### config.mk
export PLATFORM = sky130hd
export DESIGN_NAME = sem_error_monitor
export DESIGN_NICKNAME = d
export VERILOG_FILES = /design/src/common/sem_pkg.sv /design/src/hdl/sem_error_monitor.sv /design/src/hdl/sem_stream_flag.sv /design/src/hdl/sem_lock_timer.sv
export SDC_FILE = /design/constraint.sdc
export NUM_CORES = 1
export LEC_CHECK = 0
export BUFFER_PORTS_ARGS = -buffer_cell sky130_fd_sc_hd__buf_2
export CAP_MARGIN = 15
export CORE_MARGIN = 8
export CORE_UTILIZATION = 52
export DETAILED_ROUTE_END_ITERATION = 10
export MAX_ROUTING_LAYER = met4
export PLACE_DENSITY = 0.89
export SLEW_MARGIN = 20
export SYNTH_ARGS = -nofsm -noshare
export SYNTH_HDL_FRONTEND = slang
export SYNTH_HIERARCHICAL = 1
export SYNTH_SLANG_ARGS = --single-unit
### constraint.sdc
create_clock -name clk_in -period 3.52 [get_ports clk_in]
set_clock_uncertainty 0.05 [all_clocks]
set_input_delay 0.352 -clock clk_in [delete_from_list [all_inputs] [get_ports clk_in]]
set_output_delay 0.352 -clock clk_in [all_outputs]
set_load 0.05 [all_outputs]
### src/common/sem_pkg.sv
// shared constants and types of the receive error monitor
package sem_pkg;
  localparam int         ADDR_W          = 8;
  localparam int         NUM_STREAMS     = 16;
  localparam logic [7:0] OFS_CONFIG      = 8'h40;
  localparam logic [7:0] OFS_PKT_STATUS  = 8'h4c;
  localparam logic [7:0] OFS_COUNT_EN    = 8'h50;
  localparam logic [7:0] OFS_FIELD_CNT   = 8'h54;
  localparam logic [7:0] OFS_STREAM_CRC  = 8'h58;
  localparam logic [7:0] OFS_LOCK_CYC    = 8'h5c;
  localparam int         PKT_FLAGS_LSB   = 19;
  localparam int         ANC_FLAGS_LSB   = 14;
  localparam int         FF_FLAGS_LSB    = 9;
  localparam int         AP_FLAGS_LSB    = 4;
  localparam int         ANC_ERR_BIT     = 2;
  localparam int         FF_ERR_BIT      = 1;
  localparam int         AP_ERR_BIT      = 0;
  localparam int         CFG_PRESENT_BIT = 1;
  localparam int         CHKSUM_EN_BIT   = 15;
  localparam int         CRC_CNT_LSB     = 16;
  localparam logic [2:0] MODE_SD         = 3'h1;
  localparam logic [1:0] RESP_OKAY       = 2'h0;
  localparam logic [1:0] RESP_SLVERR     = 2'h2;
  localparam logic [15:0] COUNT_EN_RST   = 16'h0000;
  localparam logic [15:0] LOCK_CYC_RST   = 16'h0000;

  // report of the packet processor; flag groups ordered ues, ida, idh, eda, edh from msb
  typedef struct packed {
    logic [3:0] pkt_flags;
    logic [4:0] anc_flags;
    logic [4:0] ff_flags;
    logic [4:0] ap_flags;
    logic       anc_err;
    logic       ff_err;
    logic       ap_err;
  } sem_edh_report_s;

  typedef struct packed {
    sem_edh_report_s report;
    logic [15:0]     count_en;
    logic [15:0]     field_cnt;
    logic            field_hit;
    logic [15:0]     crc_cnt;
    logic [15:0]     lock_cyc;
    logic            awready;
    logic            wready;
    logic            bvalid;
    logic [1:0]      bresp;
    logic            arready;
    logic            rvalid;
    logic [1:0]      rresp;
    logic [31:0]     rdata;
  } sem_main_s;

  typedef struct packed {
    logic flag;
    logic boundary_seen;
  } sem_flag_s;

  typedef struct packed {
    logic [15:0] count;
    logic        locked;
  } sem_lock_s;
endpackage

### src/hdl/sem_error_monitor.sv
// error monitor register group of the serial video receiver with its register port
`timescale 1ns/1ps
// What this block does
// - Read-only packet-level flags of latest error-detection packet at bits 22:19.
// - Read-only ancillary flags of latest packet at bits 18:14.
// - Read-only full-field flags of latest packet at bits 13:9.
// - Read-only active-picture flags of latest packet at bits 8:4.
// - Bit 2 high while an ancillary packet checksum error is detected.
// - Bit 1 high when own full-field crc mismatches packet value.
// - Bit 0 high when own active-picture crc mismatches packet value.
// - Sixteen read-write count enables, reset 0, selecting counted conditions.
// - Sixteen-bit field counter, at most one increment per field with enabled error.
// - Read-only sixteen-bit cumulative crc error count over all streams.
// - One crc error indicator per stream, stream n at bit n-1.
// - Writing 1 clears a stream indicator; writing 0 leaves it.
// - Stream indicator stays set one line time after the error.
// - Sixteen-bit stable-cycle count, reset 0, required before video lock.
// - Field counter works only in standard-definition mode code 001.
// - Configuration bit reads 1 when packet processor is built in.
module sem_error_monitor #(
  parameter bit PKT_PROC_PRESENT = 1'b1
) (
  input  wire logic                    clk_in,
  input  wire logic                    reset_n_in,
  input  wire logic [7:0]              s_axi_awaddr_in,
  input  wire logic                    s_axi_awvalid_in,
  output logic                         s_axi_awready_out,
  input  wire logic [31:0]             s_axi_wdata_in,
  input  wire logic [3:0]              s_axi_wstrb_in,
  input  wire logic                    s_axi_wvalid_in,
  output logic                         s_axi_wready_out,
  output logic [1:0]                   s_axi_bresp_out,
  output logic                         s_axi_bvalid_out,
  input  wire logic                    s_axi_bready_in,
  input  wire logic [7:0]              s_axi_araddr_in,
  input  wire logic                    s_axi_arvalid_in,
  output logic                         s_axi_arready_out,
  output logic [31:0]                  s_axi_rdata_out,
  output logic [1:0]                   s_axi_rresp_out,
  output logic                         s_axi_rvalid_out,
  input  wire logic                    s_axi_rready_in,
  input  wire logic [2:0]              rx_mode_in,
  input  wire sem_pkg::sem_edh_report_s edh_report_in,
  input  wire logic                    edh_report_valid_in,
  input  wire logic                    packet_checksum_err_in,
  input  wire logic                    field_start_in,
  input  wire logic [15:0]             stream_crc_err_in,
  input  wire logic                    line_end_in,
  input  wire logic                    video_stable_in,
  output logic                         video_lock_out
);
  sem_pkg::sem_main_s st_reg;
  sem_pkg::sem_main_s st_next;
  logic [15:0]        crc_flags;
  logic [15:0]        crc_clear;
  logic               do_wr;
  logic               do_rd;
  logic               sd_mode;
  logic               hit_now;
  logic [4:0]         err_ones;

  // ****************************************
  // helpers
  // ****************************************
  function automatic logic [4:0] count_ones(input logic [15:0] v);
    logic [4:0] n;
    n = 5'h00;
    for (int i = 0; i < 16; i++) begin
      n = n + {4'h0, v[i]};
    end
    return n;
  endfunction

  function automatic logic [15:0] lane_merge(input logic [15:0] old_v, input logic [15:0] new_v,
                                             input logic [1:0] strb);
    logic [15:0] r;
    r = old_v;
    if (strb[0]) begin
      r[7:0] = new_v[7:0];
    end
    if (strb[1]) begin
      r[15:8] = new_v[15:8];
    end
    return r;
  endfunction

  function automatic logic mapped(input logic [7:0] a);
    return a == sem_pkg::OFS_CONFIG || a == sem_pkg::OFS_PKT_STATUS || a == sem_pkg::OFS_COUNT_EN ||
           a == sem_pkg::OFS_FIELD_CNT || a == sem_pkg::OFS_STREAM_CRC || a == sem_pkg::OFS_LOCK_CYC;
  endfunction

  // ****************************************
  // error condition decode
  // ****************************************
  assign do_wr    = st_reg.awready && s_axi_awvalid_in && s_axi_wvalid_in;
  assign do_rd    = st_reg.arready && s_axi_arvalid_in;
  assign sd_mode  = (rx_mode_in == sem_pkg::MODE_SD);
  assign err_ones = count_ones(stream_crc_err_in);
  assign hit_now  = PKT_PROC_PRESENT && sd_mode &&
                    ((st_reg.count_en[sem_pkg::CHKSUM_EN_BIT] && packet_checksum_err_in) ||
                     (edh_report_valid_in &&
                      (st_reg.count_en[14:0] & {edh_report_in.ap_flags, edh_report_in.ff_flags,
                                                edh_report_in.anc_flags}) != 15'h0000));

  always_comb begin
    crc_clear = 16'h0000;
    if (do_wr && s_axi_awaddr_in == sem_pkg::OFS_STREAM_CRC) begin
      crc_clear = lane_merge(16'h0000, s_axi_wdata_in[15:0], s_axi_wstrb_in[1:0]);
    end
  end

  // ****************************************
  // per-stream flags and lock timer
  // ****************************************
  for (genvar g = 0; g < sem_pkg::NUM_STREAMS; g++) begin : g_stream
    sem_stream_flag u_flag (
      .clk_in      (clk_in),
      .reset_n_in  (reset_n_in),
      .err_in      (stream_crc_err_in[g]),
      .clear_in    (crc_clear[g]),
      .line_end_in (line_end_in),
      .flag_out    (crc_flags[g])
    );
  end

  sem_lock_timer u_lock (
    .clk_in     (clk_in),
    .reset_n_in (reset_n_in),
    .stable_in  (video_stable_in),
    .window_in  (st_reg.lock_cyc),
    .locked_out (video_lock_out)
  );

  // ****************************************
  // next state
  // ****************************************
  always_comb begin
    st_next = st_reg;
    if (edh_report_valid_in) begin
      st_next.report.pkt_flags = edh_report_in.pkt_flags;
      st_next.report.anc_flags = edh_report_in.anc_flags;
      st_next.report.ff_flags  = edh_report_in.ff_flags;
      st_next.report.ap_flags  = edh_report_in.ap_flags;
    end
    st_next.report.anc_err = edh_report_in.anc_err;
    st_next.report.ff_err  = edh_report_in.ff_err;
    st_next.report.ap_err  = edh_report_in.ap_err;
    st_next.crc_cnt = st_reg.crc_cnt + {11'h000, err_ones};
    if (field_start_in) begin
      if (st_reg.field_hit || hit_now) begin
        st_next.field_cnt = st_reg.field_cnt + 16'h0001;
      end
      st_next.field_hit = 1'b0;
    end else begin
      st_next.field_hit = st_reg.field_hit || hit_now;
    end
    // write channel
    st_next.awready = s_axi_awvalid_in && s_axi_wvalid_in && !st_reg.awready && !st_reg.bvalid;
    st_next.wready  = s_axi_awvalid_in && s_axi_wvalid_in && !st_reg.awready && !st_reg.bvalid;
    if (st_reg.bvalid && s_axi_bready_in) begin
      st_next.bvalid = 1'b0;
    end
    if (do_wr) begin
      st_next.bvalid = 1'b1;
      st_next.bresp  = mapped(s_axi_awaddr_in) ? sem_pkg::RESP_OKAY : sem_pkg::RESP_SLVERR;
      if (s_axi_awaddr_in == sem_pkg::OFS_COUNT_EN) begin
        st_next.count_en = lane_merge(st_reg.count_en, s_axi_wdata_in[15:0], s_axi_wstrb_in[1:0]);
      end else if (s_axi_awaddr_in == sem_pkg::OFS_LOCK_CYC) begin
        st_next.lock_cyc = lane_merge(st_reg.lock_cyc, s_axi_wdata_in[15:0], s_axi_wstrb_in[1:0]);
      end
    end
    // read channel
    st_next.arready = s_axi_arvalid_in && !st_reg.arready && !st_reg.rvalid;
    if (st_reg.rvalid && s_axi_rready_in) begin
      st_next.rvalid = 1'b0;
    end
    if (do_rd) begin
      st_next.rvalid = 1'b1;
      st_next.rresp  = sem_pkg::RESP_OKAY;
      st_next.rdata  = 32'h0000_0000;
      if (s_axi_araddr_in == sem_pkg::OFS_CONFIG) begin
        st_next.rdata[sem_pkg::CFG_PRESENT_BIT] = PKT_PROC_PRESENT;
      end else if (s_axi_araddr_in == sem_pkg::OFS_PKT_STATUS) begin
        if (PKT_PROC_PRESENT) begin
          st_next.rdata[sem_pkg::PKT_FLAGS_LSB +: 4] = st_reg.report.pkt_flags;
          st_next.rdata[sem_pkg::ANC_FLAGS_LSB +: 5] = st_reg.report.anc_flags;
          st_next.rdata[sem_pkg::FF_FLAGS_LSB +: 5]  = st_reg.report.ff_flags;
          st_next.rdata[sem_pkg::AP_FLAGS_LSB +: 5]  = st_reg.report.ap_flags;
          st_next.rdata[sem_pkg::ANC_ERR_BIT]        = st_reg.report.anc_err;
          st_next.rdata[sem_pkg::FF_ERR_BIT]         = st_reg.report.ff_err;
          st_next.rdata[sem_pkg::AP_ERR_BIT]         = st_reg.report.ap_err;
        end
      end else if (s_axi_araddr_in == sem_pkg::OFS_COUNT_EN) begin
        st_next.rdata[15:0] = st_reg.count_en;
      end else if (s_axi_araddr_in == sem_pkg::OFS_FIELD_CNT) begin
        st_next.rdata[15:0] = PKT_PROC_PRESENT ? st_reg.field_cnt : 16'h0000;
      end else if (s_axi_araddr_in == sem_pkg::OFS_STREAM_CRC) begin
        st_next.rdata = {st_reg.crc_cnt, crc_flags};
      end else if (s_axi_araddr_in == sem_pkg::OFS_LOCK_CYC) begin
        st_next.rdata[15:0] = st_reg.lock_cyc;
      end else begin
        st_next.rresp = sem_pkg::RESP_SLVERR;
      end
    end
  end

  always_ff @(posedge clk_in or negedge reset_n_in) begin
    if (!reset_n_in) begin
      st_reg          <= '0;
      st_reg.count_en <= sem_pkg::COUNT_EN_RST;
      st_reg.lock_cyc <= sem_pkg::LOCK_CYC_RST;
    end else begin
      st_reg <= st_next;
    end
  end

  assign s_axi_awready_out = st_reg.awready;
  assign s_axi_wready_out  = st_reg.wready;
  assign s_axi_bvalid_out  = st_reg.bvalid;
  assign s_axi_bresp_out   = st_reg.bresp;
  assign s_axi_arready_out = st_reg.arready;
  assign s_axi_rvalid_out  = st_reg.rvalid;
  assign s_axi_rresp_out   = st_reg.rresp;
  assign s_axi_rdata_out   = st_reg.rdata;
endmodule // sem_error_monitor

### src/hdl/sem_stream_flag.sv
// one per-stream crc error indicator with line-time hold and write-one clear
`timescale 1ns/1ps
module sem_stream_flag (
  input  wire logic clk_in,
  input  wire logic reset_n_in,
  input  wire logic err_in,
  input  wire logic clear_in,
  input  wire logic line_end_in,
  output logic      flag_out
);
  sem_pkg::sem_flag_s st_reg;
  sem_pkg::sem_flag_s st_next;

  always_comb begin
    st_next = st_reg;
    if (err_in) begin
      st_next.flag          = 1'b1;
      st_next.boundary_seen = 1'b0;
    end else if (clear_in) begin
      st_next.flag = 1'b0;
    end else if (line_end_in && st_reg.flag) begin
      if (st_reg.boundary_seen) begin
        st_next.flag = 1'b0;
      end else begin
        st_next.boundary_seen = 1'b1;
      end
    end
  end

  always_ff @(posedge clk_in or negedge reset_n_in) begin
    if (!reset_n_in) begin
      st_reg <= '0;
    end else begin
      st_reg <= st_next;
    end
  end

  assign flag_out = st_reg.flag;
endmodule // sem_stream_flag

### src/hdl/sem_lock_timer.sv
// counts stable video cycles and declares lock
`timescale 1ns/1ps
module sem_lock_timer (
  input  wire logic        clk_in,
  input  wire logic        reset_n_in,
  input  wire logic        stable_in,
  input  wire logic [15:0] window_in,
  output logic             locked_out
);
  sem_pkg::sem_lock_s st_reg;
  sem_pkg::sem_lock_s st_next;

  always_comb begin
    st_next = st_reg;
    if (!stable_in) begin
      st_next.count  = 16'h0000;
      st_next.locked = 1'b0;
    end else if (st_reg.count < window_in) begin
      st_next.count = st_reg.count + 16'h0001;
    end else begin
      st_next.locked = 1'b1;
    end
  end

  always_ff @(posedge clk_in or negedge reset_n_in) begin
    if (!reset_n_in) begin
      st_reg <= '0;
    end else begin
      st_reg <= st_next;
    end
  end

  assign locked_out = st_reg.locked;
endmodule // sem_lock_timer

# Yosys cells after proc, flatten, opt, wreduce, memory -nomap -nowiden

Index checks and enable logic that the tools add are counted.

Register bits: 176
Word-level logic and storage cells: 344

$add $sub $neg: 18
Order comparisons: 1
Equal/unequal tests: 31
Multiplexer cells: 108
Bitwise gates (word level): 2
Reduce and logical (&&, ||, !) cells: 129

Operators by type and width:

| kind                                                            | number |
|---|---|
| 16-bit 2-to-1 mux                                               | 7 |
| 8-bit by 7-bit == test with 1-bit output, second input constant | 12 |
| 3-bit nonzero test                                              | 32 |
| 2-bit 2-to-1 mux                                                | 35 |
| 2-bit AND reduction                                             | 33 |
| 5-bit by 1-bit adder with 5-bit output                          | 11 |
| 1-bit 2-to-1 mux                                                | 55 |
| 18-bit 2-to-1 mux                                               | 2 |
| 2-bit nonzero test                                              | 18 |
| 35-bit 2-to-1 mux                                               | 1 |
| 2-bit != test, second input constant                            | 17 |
| 16-bit by 1-bit adder with 16-bit output, second input constant | 2 |
| 32-bit 2-to-1 mux                                               | 1 |
| 1-bit logical AND                                               | 30 |
| 19-bit 2-to-1 mux                                               | 1 |
| 17-bit 2-to-1 mux                                               | 1 |
| 16-bit by 5-bit adder with 16-bit output                        | 1 |
| 16-bit < comparator                                             | 1 |
| 8-bit 2-to-1 mux                                                | 2 |
| 15-bit bitwise AND                                              | 1 |
| 15-bit nonzero test                                             | 1 |
| 11-bit 2-to-1 mux                                               | 1 |
| 4-bit AND reduction                                             | 2 |
| 1-bit logical OR                                                | 7 |
| other kinds (10)                                                | 15 |

# Depth between registers and ports, before layout

Word-level depth: 16
Depth in mapped cells: 15
Gate-level depth less buffers: 15

# Hierarchy

Netlist, hierarchy kept.

By module, submodules not included:

| module            | instances | cells an instance | area an instance (um^2) |
|---|---|---|---|
| sem_error_monitor | 1         | 559               | 6481.2 |
| sem_stream_flag   | 16        | 8                 | 82.6 |
| sem_lock_timer    | 1         | 145               | 1268.7 |

# Worst setup path after synthesis

OpenSTA, ideal clock, no wires.

Path type: input -> register
Start point: in stream_crc_err_in[0]
End point: reg st_reg[69] in the netlist's numbering
Arrival: 3899 ps
Slack: -552 ps
Stages on the path: 14
Path buffers: 0
Cell sequence: fa_1 inv_1 fa_1 fa_1 fa_1 fa_1 inv_1 fa_1 a21o_1 a21oi_1 nor2b_1 nor2_1 and3b_1 xor2_1

RTL lines:

| what                 | RTL line                 | text |
|---|---|---|
| from (decl)          | sem_error_monitor.sv:47  | `input wire logic [15:0] stream_crc_err_in,` |
| to (signal assigned) | sem_error_monitor.sv:213 | `st_reg <= st_next;` |
| to (decl)            | sem_error_monitor.sv:52  | `sem_pkg::sem_main_s st_reg;` |

==> impl_results.md <==
* Initial antenna violation count at 4
* Fin worst setup slack at -0.272 ns
* Remaining antenna violation count at 0
* Final max-slew violation count at 0
* Arr. time, crit path at ~4 ns
* Setup-failing EPs final at 10
* GPL Wtd Cong at 0.918
* Pleak at around 5 nW
* Post-place instance area at between 9000 and 10000 um^2
* Cts bufs inserted at 17
* Synth Cell Area at about 9100 um^2
* Crit Path Class: in2reg
* First-pass GRT wire length at about 37000 um
* Die Footprint at about 22000 um^2
* Worst-Margin Slew at 0.943 ns
* Final TNS setup at -1.39 ns
* Worst flop-to-flop path endpoint: st_reg[69]
* Root Driver: clkbuf_16
* Most frequent cells in the layout: dfrtp_1, buf_2, inv_1, nand2_1, mux2_2
* Worst hold path endpoint: s_axi_bvalid_out
* Max_slew headroom at 0.370
* CTS H-tree depth at 4
* DRC at 0
* Fin. Hold Viols at 0
* Fillers at 1330
* Sequential element share of the synthesized area at 0.480
* Warnings from Yosys at 6
* Drt wl/cell at roughly 20 um
* Detailed placement HPWL at approximately 17000 um
* CTS Sinks at about 170
* Clock transition at path regs at about 0.07 ns
* Chip Width at between 100 and 150 um
* Area of the multi-input gates at between 4000 and 5000 um^2
* Hold Startpoint: s_axi_bready_in
* CTS tree: yes
* Hold Path Class: in2reg
* Post-Route WL at about 24000 um
* CP required at about 3.8 ns
* Sequential cell area at 4350 um^2
* Final Cycle Share at 1.08
* Global Route Usage Sum at 0.224
* Synth unique cells at 73
* Routed via count at about 7000
* Clk_lat worst skew at around 0.44 ns
* Failing checks: negative setup slack
* Layout Nets at 1089
* Status: finished, violations left
* Finished Cell Area at around 11000 um^2
* I/O pin total at about 150
* Die Span Y at 148 um
* Crit path capture type: flop
* Reg2reg start: st_reg[57]
* Vias/cell at slightly below 6
* Pwr Total at roughly 0.0057 W
* Maximum clock frequency at approximately 0.26 GHz
* VDD IR max at 0.436 mV
* Initial core utilization at 0.528
* Largest net degree at the start of global routing at 91
* Initial drt markers at 630
* Startpoint types: input port
* Layout area overhead at 15.8%
* Max FFs per register at 87
* Min-Delay Path Depth at 2
* Min cycle time layout at 3.79 ns
* Share of cells above drive strength 1 at 0.291
* Worst reg2reg path depth at 13
* PwrDens at roughly 540 nW/um^2
* R2R Setup Slk at -0.03 ns
* Seq cells post-synth at approximately 170
* Core box area at around 17000 um^2
* Ys flop type: dfrtp_1
* Vias in the first global route at roughly 7400
* IO buf count at around 130
* Synth Instances at approximately 830
* Fraction of registers with async set/reset at 1.00
* DR pass1 iterations at 5
* Total gr overflow at 0
* Most common cell after layout, fill and taps aside: dfrtp_1
* Row cnt at 48
* Maximum fanout along the worst path at 3
* Post-synth EDFFs at 0
* CTS max path bufs at 2
* Syn_area_per_cell at 10.9 um^2
* Max Cap Violations at 0
* RSZ-0062 raised after global routing: yes
per-stage QoR:
stage,instances,hold slack (ns),util,worst slack [ns]
after floorplan,833,0.00641,-,-0.440
after global placement,1145,0.392,0.569,-0.745
after detailed placement,1145,0.407,0.569,-0.825
after CTS,1183,0.0225,0.608,-0.242
after global routing,1189,0.0333,0.612,-0.335
final,1189,0.0292,0.612,-0.272
power by group:
group	total [W]	leakage, nW	switching (W)	internal, W
logic	0.00156	2.44	0.000859	0.000700
clock network	0.00188	0.288	0.000925	0.000955
registers	0.00227	2.25	0.000119	0.00215
layer usage:
layer,vias to the layer above,global-route usage,share of wire
met2,304,0.363,0.50
met1,3470,0.261,0.40
met5,-,-,0
met3,72,0.0498,0.063
met4,0,0.111,0.039
li1,3134,-,-
worst max path at each step:
stage                          start    endpoint  cells after the start
4_1_cts        stream_crc_err_in[11]  st_reg[69]                     15
3_3_place_gp   stream_crc_err_in[11]  st_reg[69]                     15
6_report       stream_crc_err_in[11]  st_reg[69]                     15
2_1_floorplan   stream_crc_err_in[0]  st_reg[69]                     14
5_1_grt        stream_crc_err_in[11]  st_reg[69]                     15
3_5_place_dp   stream_crc_err_in[11]  st_reg[69]                     15
synth_stat cells (5+ instances only):
cell,n,area [um^2]
a31o_1,16,140
nand3_1,15,75.1
o21ai_1,5,25.0
inv_1,77,289
nand3b_1,18,135
mux2i_1,11,110
buf_4,40,300
ha_1,25,313
nor2_1,26,97.6
dfrtp_1,174,4350
o221ai_1,11,96.3
xor2_1,16,140
a22o_1,9,78.8
and2_1,17,106
or4_1,10,75.1
o31ai_1,11,82.6
o211ai_1,6,45.0
mux2_2,52,586
nand4_1,9,56.3
a22oi_2,7,87.6
xnor2_1,14,123
and3_1,10,62.6
fa_1,12,240
nand2b_1,9,56.3
a22oi_1,17,128
o21ai_0,22,110
nand2_1,65,244
a21oi_1,51,255
clkbuf_1,12,45.0
cell type report:
cell class / instances / share of cell area
Tap cell: 225 / 0.0268
Clock inverter: 15 / 0.0163
Timing Repair Buffer: 153 / 0.0839
Sequential cell: 174 / 0.414
Inverter: 77 / 0.0275
Antenna cell: 4 / 0.000952
Multi-Input combinational cell: 524 / 0.390
Clock buffer: 17 / 0.0405
worst max-delay path, cell delays in order:
cell	delay (ns)
buf_8	0.10
fa_1	0.52
inv_1	0.05
fa_2	0.59
fa_1	0.45
fa_1	0.52
fa_2	0.21
inv_2	0.04
fa_2	0.33
a21o_1	0.20
a21oi_4	0.17
nor2b_4	0.07
nor2_4	0.12
and3b_1	0.20
xor2_1	0.13
logic make-up after synthesis:
logic type	Yosys count	share of synthesized area
fa+ha+maj	37	0.0610
other cells	1	0.000413
flops	174	0.480
mux	65	0.0804
buf+inv	135	0.0746
simple gates	217	0.139
xor+xnor	30	0.0290
compound gates	173	0.135
repair_timing:
action | CTS | global route
resized for setup | 11 | 12
hold buffers | 4 | 0
endpoints found under the setup margin | 11 | 11
pin swaps | 2 | 7
setup buffers | 2 | 2
hold endpoints to repair | 91 | 0
Power figures use the tool's default switching activity.
